$ cat src/verilog/ccflg_pkg.sv
// condition code word package: field positions, widths, op codes, structs
// assumes a core that drives one operation request per clock
package ccflg_pkg;

  localparam int CCW_W = 16;
  localparam int ACC_W = 36;
  localparam int PC_W = 16;
  localparam int FETCH_W = 20;
  localparam int ACC_SPLIT = 16;
  localparam int BIT_STOP = 15;
  localparam int BIT_TOVF = 14;
  localparam int BIT_H = 13;
  localparam int BIT_XOVF = 12;
  localparam int BIT_N = 11;
  localparam int BIT_Z = 10;
  localparam int BIT_V = 9;
  localparam int BIT_C = 8;
  localparam int IPM_HI = 7;
  localparam int IPM_LO = 5;
  localparam int BIT_SAT = 4;
  localparam int PKX_HI = 3;
  localparam int PKX_LO = 0;
  localparam int ACC_TOP = 35;
  localparam int ACC_EXT = 31;
  localparam int NIB_CARRY = 4;
  localparam int BYTE_W = 8;
  localparam logic [15:0] CCW_RESET = 16'h80E0;
  // writable bits of the word: extension field is hardware only
  localparam logic [15:0] CCW_WMASK = 16'hFFF0;
  localparam logic [35:0] ACC_MAX_POS = 36'h7FFFFFFFF;
  localparam logic [35:0] ACC_MAX_NEG = 36'h800000000;

  typedef enum logic [2:0] {
    CCFLG_ALU_NONE,
    CCFLG_ALU_ADD,
    CCFLG_ALU_SUB,
    CCFLG_ALU_SHL,
    CCFLG_ALU_SHR,
    CCFLG_ALU_LOGIC
  } ccflg_alu_op_t;

  typedef enum logic [2:0] {
    CCFLG_CC_NONE,
    CCFLG_CC_LOAD,
    CCFLG_CC_SET,
    CCFLG_CC_CLR
  } ccflg_cc_op_t;

  typedef struct packed {
    ccflg_alu_op_t op;
    logic [15:0] a;
    logic [15:0] b;
    logic cin;
    logic bcd;
  } ccflg_alu_req_t;

  typedef struct packed {
    logic valid;
    logic [35:0] sum;
  } ccflg_mac_req_t;

  typedef struct packed {
    ccflg_cc_op_t op;
    logic [15:0] data;
  } ccflg_cc_req_t;

endpackage

$ cat src/verilog/ccflg_mac_acc.sv
// 36-bit accumulator with overflow detection and saturating transfer
// assumes the core presents the raw extended-precision sum each cycle
`timescale 1ns/1ps
module ccflg_mac_acc
  import ccflg_pkg::*;
(
  // clock and reset
  input wire logic clk_sys,
  input wire logic rstn,
  // accumulate request
  input wire ccflg_mac_req_t mac_req,
  input wire logic [36:0] mac_full,
  // saturate control from the condition word
  input wire logic sat_mode,
  input wire logic top_ovf_flag,
  input wire logic ext_ovf_flag,
  // accumulator, transfer and overflow event outputs
  output logic [35:0] mac_acc_ff,
  output logic [35:0] acc_xfer_ff,
  output logic top_ovf_set,
  output logic ext_ovf_set
);

  logic sign_before_ff;

  ////////////////////////////////////////////////////////////////////////
  // overflow events: top carry differs from bit 35, or bits 35:31 mixed
  assign top_ovf_set = mac_req.valid &
                  (mac_full[ACC_W] != mac_full[ACC_TOP]);
  assign ext_ovf_set = mac_req.valid &
                  ~((&mac_full[ACC_TOP:ACC_EXT]) |
                    ~(|mac_full[ACC_TOP:ACC_EXT]));

  // accumulator store, 36 bits split at 16 into upper and lower parts
  always_ff @(posedge clk_sys or negedge rstn)
    if (!rstn)
      mac_acc_ff <= '0;
    else if (mac_req.valid)
      mac_acc_ff <= mac_req.sum;

  // sign bit before the overflow, held until a clean accumulate
  always_ff @(posedge clk_sys or negedge rstn)
    if (!rstn)
      sign_before_ff <= 1'b0;
    else if (mac_req.valid && !(top_ovf_flag || ext_ovf_flag))
      sign_before_ff <= mac_acc_ff[ACC_TOP];

  // transfer read value, clamped when saturating after overflow
  always_ff @(posedge clk_sys or negedge rstn)
    if (!rstn)
      acc_xfer_ff <= '0;
    else if (sat_mode && (top_ovf_flag || ext_ovf_flag))
      acc_xfer_ff <= sign_before_ff ? ACC_MAX_NEG : ACC_MAX_POS;
    else
      acc_xfer_ff <= mac_acc_ff;

endmodule // ccflg_mac_acc

$ cat src/verilog/ccflg_fetch_ext.sv
// program counter extension field and 20-bit fetch address
// assumes the core reports increments and jump targets of the counter
`timescale 1ns/1ps
module ccflg_fetch_ext
  import ccflg_pkg::*;
(
  // clock and reset
  input wire logic clk_sys,
  input wire logic rstn,
  // program counter changes
  input wire logic pc_inc,
  input wire logic pc_jump,
  input wire logic [19:0] jump_target,
  // outputs
  output logic [3:0] program_counter_extension,
  output logic [19:0] fetch_addr_ff
);

  logic [19:0] nxt_fetch;

  // carry across 64K boundary falls into the extension naturally
  always_comb
  begin
    nxt_fetch = fetch_addr_ff;
    if (pc_jump)
      nxt_fetch = jump_target;
    else if (pc_inc)
      nxt_fetch = fetch_addr_ff + 20'h00001;
  end

  always_ff @(posedge clk_sys or negedge rstn)
    if (!rstn)
      fetch_addr_ff <= '0;
    else
      fetch_addr_ff <= nxt_fetch;

  assign program_counter_extension = fetch_addr_ff[FETCH_W-1:PC_W];

endmodule // ccflg_fetch_ext

$ cat src/verilog/ccflg_flags.sv
// condition code word: result flags, mode bits, priority mask
// assumes one arithmetic, accumulate and word request per clock from the core
`timescale 1ns/1ps
// Operation
// - stop bit clear: stop instruction halts clocks; set: no-op
// - accumulate overflow into bit 35 sets the top overflow flag
// - decimal add carry out of bit 3 of either byte sets half carry
// - accumulate overflow into bit 31 sets the extension overflow flag
// - negative flag equals result most significant bit
// - zero flag set when all result bits are zero
// - overflow flag on signed two's complement overflow
// - carry flag on carry or borrow, and bit shifted out
// - interrupts below the three-bit priority mask are masked
// - saturate mode clamps transfers after overflow by old sign
// - fetch address is extension field prefixed to 16-bit counter
// - extension is hardware-updated on boundary carry or jump only
// - accumulator is 36 bits, upper 35:16, lower 15:0
// - dedicated word ops read, set, clear and transfer the word
module ccflg_flags
  import ccflg_pkg::*;
(
  // clock and reset
  input wire logic clk_sys,
  input wire logic rstn,
  // arithmetic request
  input wire ccflg_alu_req_t alu_req,
  // accumulate request and raw sum with extra carry bit
  input wire ccflg_mac_req_t mac_req,
  input wire logic [36:0] mac_full,
  // dedicated condition word operation
  input wire ccflg_cc_req_t cc_req,
  // stop instruction and interrupt request
  input wire logic stop_exec,
  input wire logic irq_valid,
  input wire logic [2:0] irq_level,
  // program counter changes
  input wire logic pc_inc,
  input wire logic pc_jump,
  input wire logic [19:0] jump_target,
  // results
  output logic [15:0] condition_code_word,
  output logic [15:0] alu_result_ff,
  output logic [35:0] mac_accumulator,
  output logic [35:0] acc_transfer_ff,
  output logic [19:0] fetch_addr_ff,
  output logic clock_halt_ff,
  output logic irq_accept
);

  logic stop_en_ff;
  logic top_ovf_ff;
  logic half_carry_ff;
  logic ext_ovf_ff;
  logic neg_ff;
  logic zero_ff;
  logic ovf_ff;
  logic carry_ff;
  logic [IPM_HI-IPM_LO:0] ipm_ff;
  logic sat_ff;
  logic [3:0] program_counter_extension;
  logic [16:0] nxt_sum;
  logic [15:0] nxt_res;
  logic nxt_c;
  logic nxt_v;
  logic nxt_h;
  logic nxt_n;
  logic nxt_z;
  logic alu_upd;
  logic top_ovf_set;
  logic ext_ovf_set;
  logic halt_req;
  logic [15:0] wr_val;

  // the 4-bit add of one nibble, used for both byte half carries
  function automatic logic nib_carry(input logic [3:0] x,
                                     input logic [3:0] y);
    logic [4:0] s;
    s = {1'b0, x} + {1'b0, y};
    return s[NIB_CARRY];
  endfunction

  // signed overflow of a two-operand sum from the three sign bits
  function automatic logic sign_ovf(input logic sa,
                                    input logic sb,
                                    input logic sr);
    return (sa == sb) && (sr != sa);
  endfunction

  ////////////////////////////////////////////////////////////////////////
  // arithmetic result and carry, overflow, half carry
  always_comb
  begin
    nxt_sum = '0;
    nxt_res = alu_req.a;
    nxt_c = carry_ff;
    nxt_v = 1'b0;
    nxt_h = half_carry_ff;
    alu_upd = 1'b1;
    unique case (alu_req.op)
      CCFLG_ALU_ADD:
      begin
        nxt_sum = {1'b0, alu_req.a} + {1'b0, alu_req.b} +
                  {16'h0000, alu_req.cin};
        nxt_res = nxt_sum[CCW_W-1:0];
        nxt_c = nxt_sum[CCW_W];
        nxt_v = sign_ovf(alu_req.a[CCW_W-1], alu_req.b[CCW_W-1],
                         nxt_res[CCW_W-1]);
        if (alu_req.bcd)
          nxt_h = nib_carry(alu_req.a[3:0], alu_req.b[3:0]) |
                  nib_carry(alu_req.a[BYTE_W+3:BYTE_W],
                            alu_req.b[BYTE_W+3:BYTE_W]);
      end
      CCFLG_ALU_SUB:
      begin
        nxt_sum = {1'b0, alu_req.a} - {1'b0, alu_req.b} -
                  {16'h0000, alu_req.cin};
        nxt_res = nxt_sum[CCW_W-1:0];
        nxt_c = nxt_sum[CCW_W];
        nxt_v = sign_ovf(alu_req.a[CCW_W-1], ~alu_req.b[CCW_W-1],
                         nxt_res[CCW_W-1]);
      end
      CCFLG_ALU_SHL:
      begin
        nxt_res = {alu_req.a[CCW_W-2:0], alu_req.cin};
        nxt_c = alu_req.a[CCW_W-1];
        nxt_v = alu_req.a[CCW_W-1] ^ alu_req.a[CCW_W-2];
      end
      CCFLG_ALU_SHR:
      begin
        nxt_res = {alu_req.cin, alu_req.a[CCW_W-1:1]};
        nxt_c = alu_req.a[0];
        nxt_v = alu_req.cin ^ alu_req.a[0];
      end
      CCFLG_ALU_LOGIC:
        nxt_res = alu_req.a;
      default:
        alu_upd = 1'b0;
    endcase
    nxt_n = nxt_res[CCW_W-1];
    nxt_z = ~(|nxt_res);
  end

  // result register
  always_ff @(posedge clk_sys or negedge rstn)
    if (!rstn)
      alu_result_ff <= '0;
    else if (alu_upd)
      alu_result_ff <= nxt_res;

  // value written by the dedicated word operations
  always_comb
  begin
    unique case (cc_req.op)
      CCFLG_CC_LOAD: wr_val = cc_req.data;
      CCFLG_CC_SET: wr_val = condition_code_word | cc_req.data;
      CCFLG_CC_CLR: wr_val = condition_code_word & ~cc_req.data;
      default: wr_val = condition_code_word;
    endcase
  end

  ////////////////////////////////////////////////////////////////////////
  // flag registers of the word; hardware flag events win over writes

  // stop enable bit, changed only by the word operations
  always_ff @(posedge clk_sys or negedge rstn)
    if (!rstn)
      stop_en_ff <= CCW_RESET[BIT_STOP];
    else
      stop_en_ff <= wr_val[BIT_STOP];

  // accumulator top overflow: the event wins over a clear
  always_ff @(posedge clk_sys or negedge rstn)
    if (!rstn)
      top_ovf_ff <= CCW_RESET[BIT_TOVF];
    else if (top_ovf_set)
      top_ovf_ff <= 1'b1;
    else
      top_ovf_ff <= wr_val[BIT_TOVF];

  // extension overflow: the event wins over a clear
  always_ff @(posedge clk_sys or negedge rstn)
    if (!rstn)
      ext_ovf_ff <= CCW_RESET[BIT_XOVF];
    else if (ext_ovf_set)
      ext_ovf_ff <= 1'b1;
    else
      ext_ovf_ff <= wr_val[BIT_XOVF];

  // half carry: an arithmetic update wins over a word write
  always_ff @(posedge clk_sys or negedge rstn)
    if (!rstn)
      half_carry_ff <= CCW_RESET[BIT_H];
    else if (alu_upd)
      half_carry_ff <= nxt_h;
    else
      half_carry_ff <= wr_val[BIT_H];

  // negative flag follows the result sign
  always_ff @(posedge clk_sys or negedge rstn)
    if (!rstn)
      neg_ff <= CCW_RESET[BIT_N];
    else if (alu_upd)
      neg_ff <= nxt_n;
    else
      neg_ff <= wr_val[BIT_N];

  // zero flag follows an all-zero result
  always_ff @(posedge clk_sys or negedge rstn)
    if (!rstn)
      zero_ff <= CCW_RESET[BIT_Z];
    else if (alu_upd)
      zero_ff <= nxt_z;
    else
      zero_ff <= wr_val[BIT_Z];

  // signed overflow flag
  always_ff @(posedge clk_sys or negedge rstn)
    if (!rstn)
      ovf_ff <= CCW_RESET[BIT_V];
    else if (alu_upd)
      ovf_ff <= nxt_v;
    else
      ovf_ff <= wr_val[BIT_V];

  // carry flag, also the bit moved out by a shift
  always_ff @(posedge clk_sys or negedge rstn)
    if (!rstn)
      carry_ff <= CCW_RESET[BIT_C];
    else if (alu_upd)
      carry_ff <= nxt_c;
    else
      carry_ff <= wr_val[BIT_C];

  // interrupt priority mask, written only by the word operations
  always_ff @(posedge clk_sys or negedge rstn)
    if (!rstn)
      ipm_ff <= CCW_RESET[IPM_HI:IPM_LO];
    else
      ipm_ff <= wr_val[IPM_HI:IPM_LO];

  // saturate mode bit, written only by the word operations
  always_ff @(posedge clk_sys or negedge rstn)
    if (!rstn)
      sat_ff <= CCW_RESET[BIT_SAT];
    else
      sat_ff <= wr_val[BIT_SAT];

  // assembled word; the extension field is owned by the fetch logic
  assign condition_code_word = {stop_en_ff, top_ovf_ff, half_carry_ff,
                                ext_ovf_ff, neg_ff, zero_ff, ovf_ff,
                                carry_ff, ipm_ff, sat_ff,
                                program_counter_extension};

  // stop request honoured only while the stop bit is clear
  assign halt_req = stop_exec & ~stop_en_ff;

  // halt level: set by an honoured stop, cleared by an accepted interrupt
  always_ff @(posedge clk_sys or negedge rstn)
    if (!rstn)
      clock_halt_ff <= 1'b0;
    else if (halt_req)
      clock_halt_ff <= 1'b1;
    else if (irq_accept)
      clock_halt_ff <= 1'b0;

  // interrupts below the mask are held off
  assign irq_accept = irq_valid &&
                      (irq_level >= condition_code_word[IPM_HI:IPM_LO]);

  ////////////////////////////////////////////////////////////////////////
  // accumulator and saturating transfer
  ccflg_mac_acc u_mac
  (
    .clk_sys(clk_sys),
    .rstn(rstn),
    .mac_req(mac_req),
    .mac_full(mac_full),
    .sat_mode(sat_ff),
    .top_ovf_flag(top_ovf_ff),
    .ext_ovf_flag(ext_ovf_ff),
    .mac_acc_ff(mac_accumulator),
    .acc_xfer_ff(acc_transfer_ff),
    .top_ovf_set(top_ovf_set),
    .ext_ovf_set(ext_ovf_set)
  );

  // fetch address and extension field
  ccflg_fetch_ext u_fetch
  (
    .clk_sys(clk_sys),
    .rstn(rstn),
    .pc_inc(pc_inc),
    .pc_jump(pc_jump),
    .jump_target(jump_target),
    .program_counter_extension(program_counter_extension),
    .fetch_addr_ff(fetch_addr_ff)
  );

endmodule // ccflg_flags

$ cat config.mk
export PLATFORM = sky130hd
export DESIGN_NAME = ccflg_flags
export DESIGN_NICKNAME = d
export VERILOG_FILES = /design/src/verilog/ccflg_pkg.sv /design/src/verilog/ccflg_mac_acc.sv /design/src/verilog/ccflg_fetch_ext.sv /design/src/verilog/ccflg_flags.sv
export SDC_FILE = /design/constraint.sdc
export NUM_CORES = 1
export LEC_CHECK = 0
export ABC_AREA = 1
export BUFFER_PORTS_ARGS = -buffer_cell sky130_fd_sc_hd__buf_2
export CAP_MARGIN = 20
export CORE_ASPECT_RATIO = 0.7
export CORE_UTILIZATION = 45
export CTS_CLUSTER_DIAMETER = 40
export CTS_CLUSTER_SIZE = 24
export DETAILED_ROUTE_END_ITERATION = 16
export PLACE_DENSITY = 0.73
export SYNTH_ARGS = -nofsm -noshare
export SYNTH_HDL_FRONTEND = slang
export SYNTH_SLANG_ARGS = --single-unit
$ cat constraint.sdc
create_clock -name clk_sys -period 2.25 [get_ports clk_sys]
set_input_delay 0.3375 -clock clk_sys [delete_from_list [all_inputs] [get_ports clk_sys]]
set_output_delay 0.3375 -clock clk_sys [all_outputs]
set_load 0.02 [all_outputs]
==> summary.md, run 1 <==
| Metric | Value |
|---|---|
| Final Skew | 0.00924 ns |
| CTS max path bufs | 2 |
| Via count | 9,046 |
| Max Cap Violations | 0 |
| Total CTS buffers | 17 |
| Clk root buf | clkbuf_16 |
| Synth unique cells | 38 |
| DR DRC count | 0 |
| Synthesized net count | 1,363 |
| Share of layout cells above drive strength 1 | 31.7% |
| Core region area | 17,500 µm² |
| Layout net count | 1,731 |
| Initial antenna violation count | 0 |
| Die area | 18,700 µm² |
| Period utilisation layout | 97.2% |
| Synth warnings | 0 |
| RSZ-0062 raised after global routing | yes |
| CTS tree | done |
| Reg-to-reg endpoint | u_fetch.fetch_addr_ff[19] |
| Worst Reg-to-Reg Cells | 9 |
| DR vias/cell | 5.13 |
| Worst setup SP type | input port |
| Origin of the critical flop-to-flop path | u_fetch.fetch_addr_ff[0] |
| RD Place Congestion | 0.994 |
| Worst Hold End | u_mac.mac_acc_ff[22] |
| Worst Path Arrival | 2.52 ns |
| First-pass GRT wire length | 42,800 µm |
| Relative slew slack | 47.1% |
| EDFF count, synth | 0 |
| Sequential fraction of the synthesis area | 37.5% |
| Minimum clock period | 2.19 ns |
| Final setup viols | 0 |
| Clk_lat worst skew | 0.41 ns |
| Place WS | -0.365 ns |
| Crit path max fanout | 4 |
| Data required time at the worst endpoint | 2.59 ns |
| DIE HEIGHT | 115 µm |
| Largest net degree at the start of global routing | 50 |
| Initial DRC Count | 852 |
| Max VDD drop | 0.000608 V |
| DR pass1 iterations | 6 |
| GRT overflow | 0 |
| Yosys top cell area share | 36.2% |
| Cells after synthesis | 1,150 |
| Syn Std Cell Area | 8160 µm² |
| Status | finished, final reports clean |
| Hold Path Class | input port to register |
| PD cells | 754 nW/µm² |
| Crit end category | register |
| Vias in the first global route | 8,148 |
| Ys async rst share | 100% |
| Final ANT Viol Nets | 0 |
| Drt total wl | 27,800 µm |
| Setup TNS Final | 0 ns |
| Chip width | 163 µm |
| Final std cell area, no fill | 11,400 µm² |
| Reg clk slew, reported paths | 0.06 ns |
| Synth cell count leaders | nand2_1 (322), inv_1 (196), dfrtp_1 (118), o21ai_0 (105), nand3_1 (102) |
| FP Rows | 40 |
| Cell taking the most area after synthesis | dfrtp_1 |
| Largest cells by area after synthesis | dfrtp_1 (36%), nand2_1 (15%), inv_1 (9.0%), ha_1 (7.7%), o21ai_0 (6.4%) |
| Half-perimeter wire length after placement | 22,000 µm |
| Seq. cell area | 3060 µm² |
| Worst slew pin tran | 0.790 ns |
| Hold Path Cell Cnt | 3 |
| Dominant synthesized flop cell | dfrtp_1 |
| Global Route Usage Sum | 29.7% |
| Placed cell area | 10,600 µm² |
| DR WL/cell | 15.8 µm |
| Crit path launch | alu_req[18] |
| Lkg Pwr | 6.28 nW |
| Buffers on Ports | 249 |
| Achievable Freq | 457 MHz |
| Final hold violation count | 0 |
| FF-to-FF setup slack | 0.28 ns |
| Post-synthesis average cell area | 7.10 µm² |
| Hold Crit Start | mac_req[22] |
| IO Pins | 285 |
| Fill cells | 1,560 |
| CTS sink cnt | 122 |
| Footprint of the multi-input gates | 4370 µm² |
| Core Util, Final | 65.5% |
| Setup ws final | 0.0641 ns |
| Starting Density | 46.7% |
| Most common cell in the netlist | nand2_1 |
| Crit Path Category | input port to register |
| #FFs+latches synth | 122 |
| Area grow syn2layout | 40.3% |
| Slew Limit Fails | 0 |
| H-tree levels | 4 |
-- worst max-delay path by stage --
| stage | endpoint | slack [ns] | depth (start not counted) |
|---|---|---|---|
| after CTS | irq_accept | 0.04 | 7 |
| after global routing | zero_ff | -0.06 | 17 |
| final | zero_ff | 0.06 | 17 |
| after floorplan | zero_ff | 0.008 | 17 |
| after global placement | zero_ff | -0.37 | 16 |
| after detailed placement | zero_ff | -0.37 | 18 |
-- cell families after synthesis --
| logic type | share of synthesized area [%] |
|---|---|
| flip-flops | 37.5 |
| adder cells (fa/ha/maj) | 8.65 |
| AO/OA/AOI/OAI | 12.6 |
| XOR/XNOR | 2.04 |
| AND/OR/NAND/NOR | 27.5 |
| buffers and inverters | 11.8 |
-- state kept, by name, indices dropped and copies added (netlist names) --
signal                 flops
u_mac.acc_xfer_ff         36
ovf_ff                     1
ipm_ff                     3
u_mac.sign_before_ff       1
carry_ff                   1
half_carry_ff              1
top_ovf_ff                 1
u_fetch.fetch_addr_ff     20
sat_ff                     1
zero_ff                    1
u_mac.mac_acc_ff          36
ext_ovf_ff                 1
neg_ff                     1
alu_result_ff             16
stop_en_ff                 1
clock_halt_ff              1
-- metal layers --
metal / wire (µm) / track usage, % / part of all wire [%]
met3: 2630 / 6.88 / 9.5
met1: 13000 / 44.4 / 47
met5: 0 / 0 / 0
met2: 11900 / 43.3 / 43
met4: 319 / 6.36 / 1.1
-- cells in the final DEF, fill, tap and decap left out, types with 2 or more instances in the layout --
cell	count
buf_2	245
inv_6	3
nand3_2	8
a221oi_1	6
nand2_2	17
o221ai_1	7
clkbuf_1	2
o21bai_1	5
dfrtp_1	118
nand3b_1	5
o21ai_1	5
a21oi_2	7
dfstp_2	4
buf_4	142
nand2_1	305
a22oi_1	4
a32o_1	4
bufinv_16	4
nor2_1	62
xor2_1	19
clkbuf_16	17
nor2_4	3
fa_1	2
nand3_1	94
o311ai_0	2
ha_4	5
ha_1	45
a21oi_1	22
nand4_1	17
o22ai_1	7
inv_1	194
buf_12	2
fa_2	2
clkinv_4	4
and2_1	3
o211ai_1	4
nor3_1	7
o21ai_0	100
inv_2	4
nor2_2	10
-- where the power goes --
part / switching, mW / internal (mW) / total (mW)
sequential: 0.211 / 2.55 / 2.77
clock: 1.03 / 1.87 / 2.90
combinational: 1.85 / 1.11 / 2.97
total: 3.09 / 5.54 / 8.63
-- final cells by class --
cell class | instances | share of cell area [%]
Tap cell | 231 | 2.52
Clock inverter | 13 | 1.69
Antenna cell | 1 | 0.0219
Multi-Input combinational cell | 787 | 38.1
Sequential cell | 122 | 26.7
Inverter | 198 | 6.49
Clock buffer | 19 | 3.78
Timing Repair Buffer | 392 | 20.6
-- per-stage QoR --
stage	total power, mW	hold slack, ns	instances
after global placement	5.55	0.320	1727
after CTS	8.52	0.119	1760
after global routing	9.08	0.119	1762
after floorplan	4.34	0.0419	1150
final	8.63	0.131	1763
after detailed placement	5.60	0.320	1727
-- worst max-delay path, cell delays in order --
cell and delay (ns):
clkbuf_4 0.14, fa_2 0.43, ha_1 0.32, nand2_1 0.07
nand2_1 0.12, nand3_2 0.10, nand2_2 0.13, nand3_1 0.12
nand2_1 0.09, nand2_1 0.06, nand3_1 0.09, nand2_1 0.08
nor2_2 0.10, nand2_1 0.10, nor2_4 0.11, nand2_1 0.06
nand3_1 0.06
-- timing repair --
item                                    4_1_cts  5_1_grt
endpoints found under the setup margin        1       10
hold buffers                                  1        0
hold endpoints to repair                     32        0
pin swaps                                     0       20
setup buffers                                 0        2
gates resized for setup                       1       58
Power figures use the tool's default switching activity.
==> run 2, diff against run 1 <==
Settings changed: ABC_AREA 1 to 0, CORE_UTILIZATION 45 to 50, PLACE_DENSITY 0.73 to 0.8.
==> summary.md, run 2 <==
| Metric | Value |
|---|---|
| Status | complete, but fails checks |
| Failing checks | negative setup slack |
| Worst slew pin tran | 0.588 ns |
| Largest cells by area after synthesis | dfrtp_1 (37%), ha_1 (7.8%), mux2_2 (5.3%), a21o_1 (4.1%), nand2_1 (4.1%) |
| Clk_lat worst skew | 0.41 ns |
| Initial DRC Count | 717 |
| Starting Density | 51.6% |
| Most common cell after layout, fill and taps aside | buf_2 |
| Area grow syn2layout | 47.7% |
| Achievable Freq | 411 MHz |
| CTS sink cnt | 122 |
| Total CTS buffers | 17 |
| Setup ws final | -0.185 ns |
| Vias in the first global route | 8,193 |
| Synth warnings | 0 |
| Worst Path Arrival | 2.78 ns |
| Chip width | 154 µm |
| Cell taking the most area after synthesis | dfrtp_1 |
| GRT overflow | 0 |
| Worst setup SP type | input port |
| Place WS | -0.718 ns |
| Largest regs | u_mac.acc_xfer_ff: 36 flops, u_mac.mac_acc_ff: 36 flops, u_fetch.fetch_addr_ff: 20 flops |
| Cells after synthesis | 878 |
| Final setup viols | 5 |
| RD Place Congestion | 1.03 |
| Drt total wl | 27,200 µm |
| Final Skew | 0.00805 ns |
| Initial antenna violation count | 0 |
| Lkg Pwr | 5.76 nW |
| Post-synthesis average cell area | 9.17 µm² |
| CTS tree | done |
| Via count | 8,299 |
| Crit end category | register |
| Buffers on Ports | 249 |
| EDFF count, synth | 0 |
| Half-perimeter wire length after placement | 20,800 µm |
| Most common cell in the netlist | dfrtp_1 |
| Max Cap Violations | 0 |
| Synth unique cells | 72 |
| Reg clk slew, reported paths | 0.06 ns |
| IO Pins | 285 |
| Layout net count | 1,488 |
| #FFs+latches synth | 122 |
| Period utilisation layout | 108% |
| Leading cell types in the layout, fill and taps excluded | buf_2 (240), buf_4 (175), dfrtp_1 (118) |
| Core region area | 15,600 µm² |
| Sequential fraction of the synthesis area | 38.0% |
| DIE HEIGHT | 108 µm |
| Max VDD drop | 0.000617 V |
| First-pass GRT wire length | 42,000 µm |
| Slew Limit Fails | 0 |
| Synthesized net count | 1,091 |
| Hold Path Class | input port to register |
| Final hold slack | 0.134 ns |
| Largest net degree at the start of global routing | 68 |
| PD cells | 765 nW/µm² |
| H-tree levels | 4 |
| Clk root buf | clkbuf_16 |
| Crit path max fanout | 3 |
| Placed cell area | 10,900 µm² |
| DR WL/cell | 18.2 µm |
| Final ANT Viol Nets | 0 |
| Die area | 16,600 µm² |
| Dominant synthesized flop cell | dfrtp_1 |
| Final hold violation count | 0 |
| Yosys top cell area share | 36.7% |
| Final std cell area, no fill | 11,900 µm² |
| Relative slew slack | 60.7% |
| Crit Path Category | input port to register |
| Minimum clock period | 2.43 ns |
| CTS max path bufs | 2 |
| Data required time at the worst endpoint | 2.60 ns |
| DR DRC count | 0 |
| Ys async rst share | 100% |
| DR vias/cell | 5.57 |
| Share of layout cells above drive strength 1 | 45.7% |
| Syn Std Cell Area | 8050 µm² |
| FP Rows | 38 |
| Global Route Usage Sum | 32.5% |
| RSZ-0062 raised after global routing | yes |
| DR pass1 iterations | 5 |
| Synth cell count leaders | dfrtp_1 (118), nand2_1 (88), inv_1 (61), o21ai_0 (58), nor2_1 (53) |
## run 2: cell types whose count changed in the layout (fill, tap and decap cells not counted), moves of 11 or more
| cell | delta |
|---|---|
| ha_4 | +11 |
| o21ai_0 | -49 |
| nand2_2 | -17 |
| mux2_2 | +38 |
| nand3_1 | -79 |
| nand2_1 | -217 |
| buf_4 | +33 |
| nor2b_1 | +16 |
| xnor2_1 | +32 |
| inv_1 | -144 |
| nor2_1 | -11 |
| ha_1 | -12 |
| a21oi_1 | +23 |
| a21o_1 | +42 |
## run 2: repair_timing
| item | CTS | global route |
|---|---|---|
| hold buffers | 1 | 0 |
| buffers inserted | 4 | 2 |
| pin swaps | 23 | 18 |
| resized for setup | 34 | 28 |
| hold endpoints to repair | 22 | 0 |
| endpoints found under the setup margin | 12 | 12 |
## run 2: report_power, final
group / total, mW / switching, mW / leakage (nW) / internal, mW
registers: 2.79 / 0.225 / 1.41 / 2.57
clock network: 2.97 / 1.06 / 0.313 / 1.91
logic: 3.33 / 1.88 / 4.03 / 1.45
total: 9.09 / 3.17 / 5.76 / 5.92
## run 2: cell families (layout without fill, tap and decap cells)
group / after synthesis / count (layout) / share of synthesized area [%]
compound gates: 248 / 248 / 20.7
mux: 44 / 44 / 6.06
flops: 122 / 122 / 38.0
simple gates: 244 / 244 / 14.5
buf+inv: 111 / 521 / 5.94
xor+xnor: 55 / 55 / 5.98
fa+ha+maj: 54 / 54 / 8.76
other cells: 0 / 1 / 0
## run 2: layout make-up
class                   instances  area [µm²]
flip-flops and latches        122        3060
multi-input cells             645        4990
fillers                      1120        3700
well taps                     200         250
diodes                          1        2.50
repair buffers                428        2690
clock buffers                  18         439
clock inverters                14         206
inverters                      61         251
## run 2: per-layer routing
| layer | vias up | wire length [µm] | track usage (%) | share of wire [%] |
|---|---|---|---|---|
| met1 | 3976 | 11600 | 42.9 | 43 |
| met4 | 0 | 670 | 11.6 | 2.5 |
| met3 | 58 | 2380 | 9.34 | 8.8 |
| met5 | - | 0 | 0 | 0 |
| met2 | 379 | 12500 | 51.1 | 46 |
| li1 | 3886 | - | - | - |
## run 2: path summary, 6_finish.rpt
kind                                          start                        end  slack, ns  depth (start not counted)
hold reg to reg                    alu_result_ff[7]           alu_result_ff[7]       0.49                          2
setup / recovery                         alu_req[1]                    zero_ff      -0.18                         14
max in group asynchronous                      rstn           alu_result_ff[1]       1.16                          3
hold / removal                      jump_target[15]  u_fetch.fetch_addr_ff[15]       0.13                          3
setup reg to reg           u_fetch.fetch_addr_ff[0]  u_fetch.fetch_addr_ff[16]       0.27                          8
min in group asynchronous                      rstn  u_fetch.fetch_addr_ff[16]       0.41                          2
## run 2: critical path: stages
cell and delay [ns]:
buf_8 0.10, fa_2 0.39, inv_2 0.07, fa_2 0.24, o21bai_4 0.10, a221oi_2 0.23, buf_4 0.17, o32ai_2 0.07
or3_4 0.39, xnor2_2 0.16, a21oi_2 0.15, nand2_1 0.08, nor3_2 0.17, a21o_1 0.13
## run 2: metrics by stage
| stage | TNS [ns] | util [%] | instances | power (mW) |
|---|---|---|---|---|
| 2_1_floorplan | -0.793 | - | 878 | 4.64 |
| 3_3_place_gp | -6.61 | 70.0 | 1450 | 5.84 |
| 3_5_place_dp | -7.60 | 70.0 | 1450 | 5.93 |
| 4_1_cts | -0.423 | 75.4 | 1487 | 9.02 |
| 5_1_grt | -1.19 | 76.2 | 1488 | 9.49 |
| 6_report | -0.424 | 76.3 | 1489 | 9.09 |
==> run 3, diff against run 2 <==
Clock period 2.25 ns to 2.28 ns, I/O delays scaled along.
==> summary.md, run 3 (same netlist as run 2, synthesis figures left out) <==
| Metric | Value |
|---|---|
| Crit Path Category | input port to register |
| Place WS | -0.678 ns |
| CTS max path bufs | 2 |
| Footprint of the multi-input gates | 4920 µm² |
| Seq. cell area | 3060 µm² |
| H-tree levels | 4 |
| Final ANT Viol Nets | 0 |
| Hold Path Class | input port to register |
| RD Place Congestion | 0.955 |
| Final Skew | 0.0124 ns |
| Setup ws final | -0.172 ns |
| GRT overflow | 0 |
| Half-perimeter wire length after placement | 20,700 µm |
| Crit end category | register |
| Global Route Usage Sum | 31.6% |
| Worst path slowest cell | fa_2 |
| DR DRC count | 0 |
| DR WL/cell | 17.5 µm |
| Clk root buf | clkbuf_16 |
| PD cells | 739 nW/µm² |
| WP buf/inv | 2 |
| Reg-to-reg endpoint | u_fetch.fetch_addr_ff[16] |
| Cell family contributing the most delay on the critical path | compound AO/OA/AOI/OAI gates |
| Buffers on Ports | 249 |
| Fill cells | 1,135 |
| Final hold violation count | 0 |
| IO Pins | 285 |
| Worst Path Arrival | 2.80 ns |
| Total CTS buffers | 17 |
| Period utilisation layout | 108% |
| Initial antenna violation count | 0 |
| Final setup viols | 6 |
| Core region area | 15,600 µm² |
| Slew Limit Fails | 0 |
| RSZ-0062 raised after global routing | yes |
| Clk_lat worst skew | 0.41 ns |
| Worst path most repeated cell | fa_2 |
| Minimum clock period | 2.45 ns |
| Initial DRC Count | 766 |
| Drt total wl | 26,000 µm |
| DIE HEIGHT | 108 µm |
| Lkg Pwr | 5.70 nW |
| Chip width | 154 µm |
| CP Capture Point | zero_ff |
| Crit path launch | alu_req[18] |
| Die area | 16,600 µm² |
| Origin of the critical flop-to-flop path | u_fetch.fetch_addr_ff[0] |
| CP peak stage delay | 0.40 ns |
| Largest net degree at the start of global routing | 43 |
| Cell chain of the critical path | buf_8 -> fa_2 -> inv_2 -> fa_2 -> o21bai_4 -> a221oi_4 -> o32ai_1 -> or3_1 -> xnor2_1 -> a21oi_1 -> nand2_1 -> nor3_2 -> a21o_1 |
| Reg clk slew, reported paths | 0.07 ns |
| Via count | 8,204 |
| Layout net count | 1,488 |
| Max VDD drop | 0.000652 V |
| Worst Reg-to-Reg Cells | 8 |
| Largest regs | u_mac.acc_xfer_ff: 36 flops, u_mac.mac_acc_ff: 36 flops, u_fetch.fetch_addr_ff: 20 flops |
| Max Cap Violations | 0 |
| Vias in the first global route | 7,920 |
| DR vias/cell | 5.51 |
| Area grow syn2layout | 45.9% |
| Relative slew slack | 61.8% |
| CP Depth | 13 |
| Leading cell types in the layout, fill and taps excluded | buf_2 (243), buf_4 (176), dfrtp_1 (118) |
| CTS tree | done |
| Data required time at the worst endpoint | 2.63 ns |
| Worst slew pin tran | 0.572 ns |
| First-pass GRT wire length | 41,000 µm |
| CTS sink cnt | 122 |
| DR pass1 iterations | 5 |
| Crit path max fanout | 3 |
| Achievable Freq | 408 MHz |
| Share of layout cells above drive strength 1 | 44.9% |
| Starting Density | 51.6% |
| Failing checks | negative setup slack |
| Final hold slack | 0.134 ns |
| FP Rows | 38 |
| Worst setup SP type | input port |
| Most common cell after layout, fill and taps aside | buf_2 |
| FF-to-FF setup slack | 0.26 ns |
| Status | complete, but fails checks |
[run 3: timing repair]
action	CTS	global route
hold endpoints to repair	30	0
setup buffers	2	5
resized for setup	21	19
hold buffers	1	0
pin swaps	16	18
setup endpoints to repair	10	12
[run 3: through the flow]
step | power [mW] | std cells | setup TNS [ns] | util [%] | area [µm²]
after floorplan | 4.58 | 878 | -0.587 | - | 8350
after global routing | 9.10 | 1488 | -0.984 | 75.3 | 11700
after global placement | 5.77 | 1447 | -6.27 | 69.9 | 10900
after CTS | 8.63 | 1482 | -0.275 | 74.4 | 11600
after detailed placement | 5.85 | 1447 | -6.78 | 69.9 | 10900
final | 8.67 | 1489 | -0.374 | 75.3 | 11700
[run 3: cell type report]
| class | instances | area share, % |
|---|---|---|
| Multi-Input combinational cell | 645 | 41.9 |
| Sequential cell | 122 | 26.0 |
| Timing Repair Buffer | 428 | 22.7 |
| Clock buffer | 17 | 3.62 |
| Tap cell | 200 | 2.13 |
| Inverter | 61 | 2.12 |
| Clock inverter | 15 | 1.45 |
| Antenna cell | 1 | 0.0213 |
[run 3: power by group]
group / internal, mW / leakage (nW) / switching (mW) / total (mW)
registers: 2.53 / 1.41 / 0.212 / 2.74
logic: 1.40 / 4.00 / 1.82 / 3.22
clock network: 1.56 / 0.288 / 1.14 / 2.71
[run 3: per-layer routing]
layer	up-vias	track usage, %	routed length (µm)
met3	45	8.74	2350
met5	-	0	0
met4	0	9.57	589
li1	3889	-	-
met2	370	48.4	11600
met1	3900	43.7	11500
[run 3: worst min-delay path by stage]
stage          depth (start not counted)             from                         to
2_1_floorplan                          0             rstn           alu_result_ff[0]
3_3_place_gp                           1             rstn  u_fetch.fetch_addr_ff[17]
3_5_place_dp                           1             rstn  u_fetch.fetch_addr_ff[17]
4_1_cts                                3  jump_target[18]  u_fetch.fetch_addr_ff[18]
5_1_grt                                3  jump_target[13]  u_fetch.fetch_addr_ff[13]
6_report                               3  jump_target[18]  u_fetch.fetch_addr_ff[18]
[run 3: worst register-to-register path: stages, from the launching register on]
cell and delay [ns]:
dfrtp_1 0.43, ha_1 0.19, and3_1 0.20, and3_1 0.23, nor2b_2 0.24, nor2b_1 0.25
nand3_1 0.12, xor2_1 0.15, o21ai_0 0.15
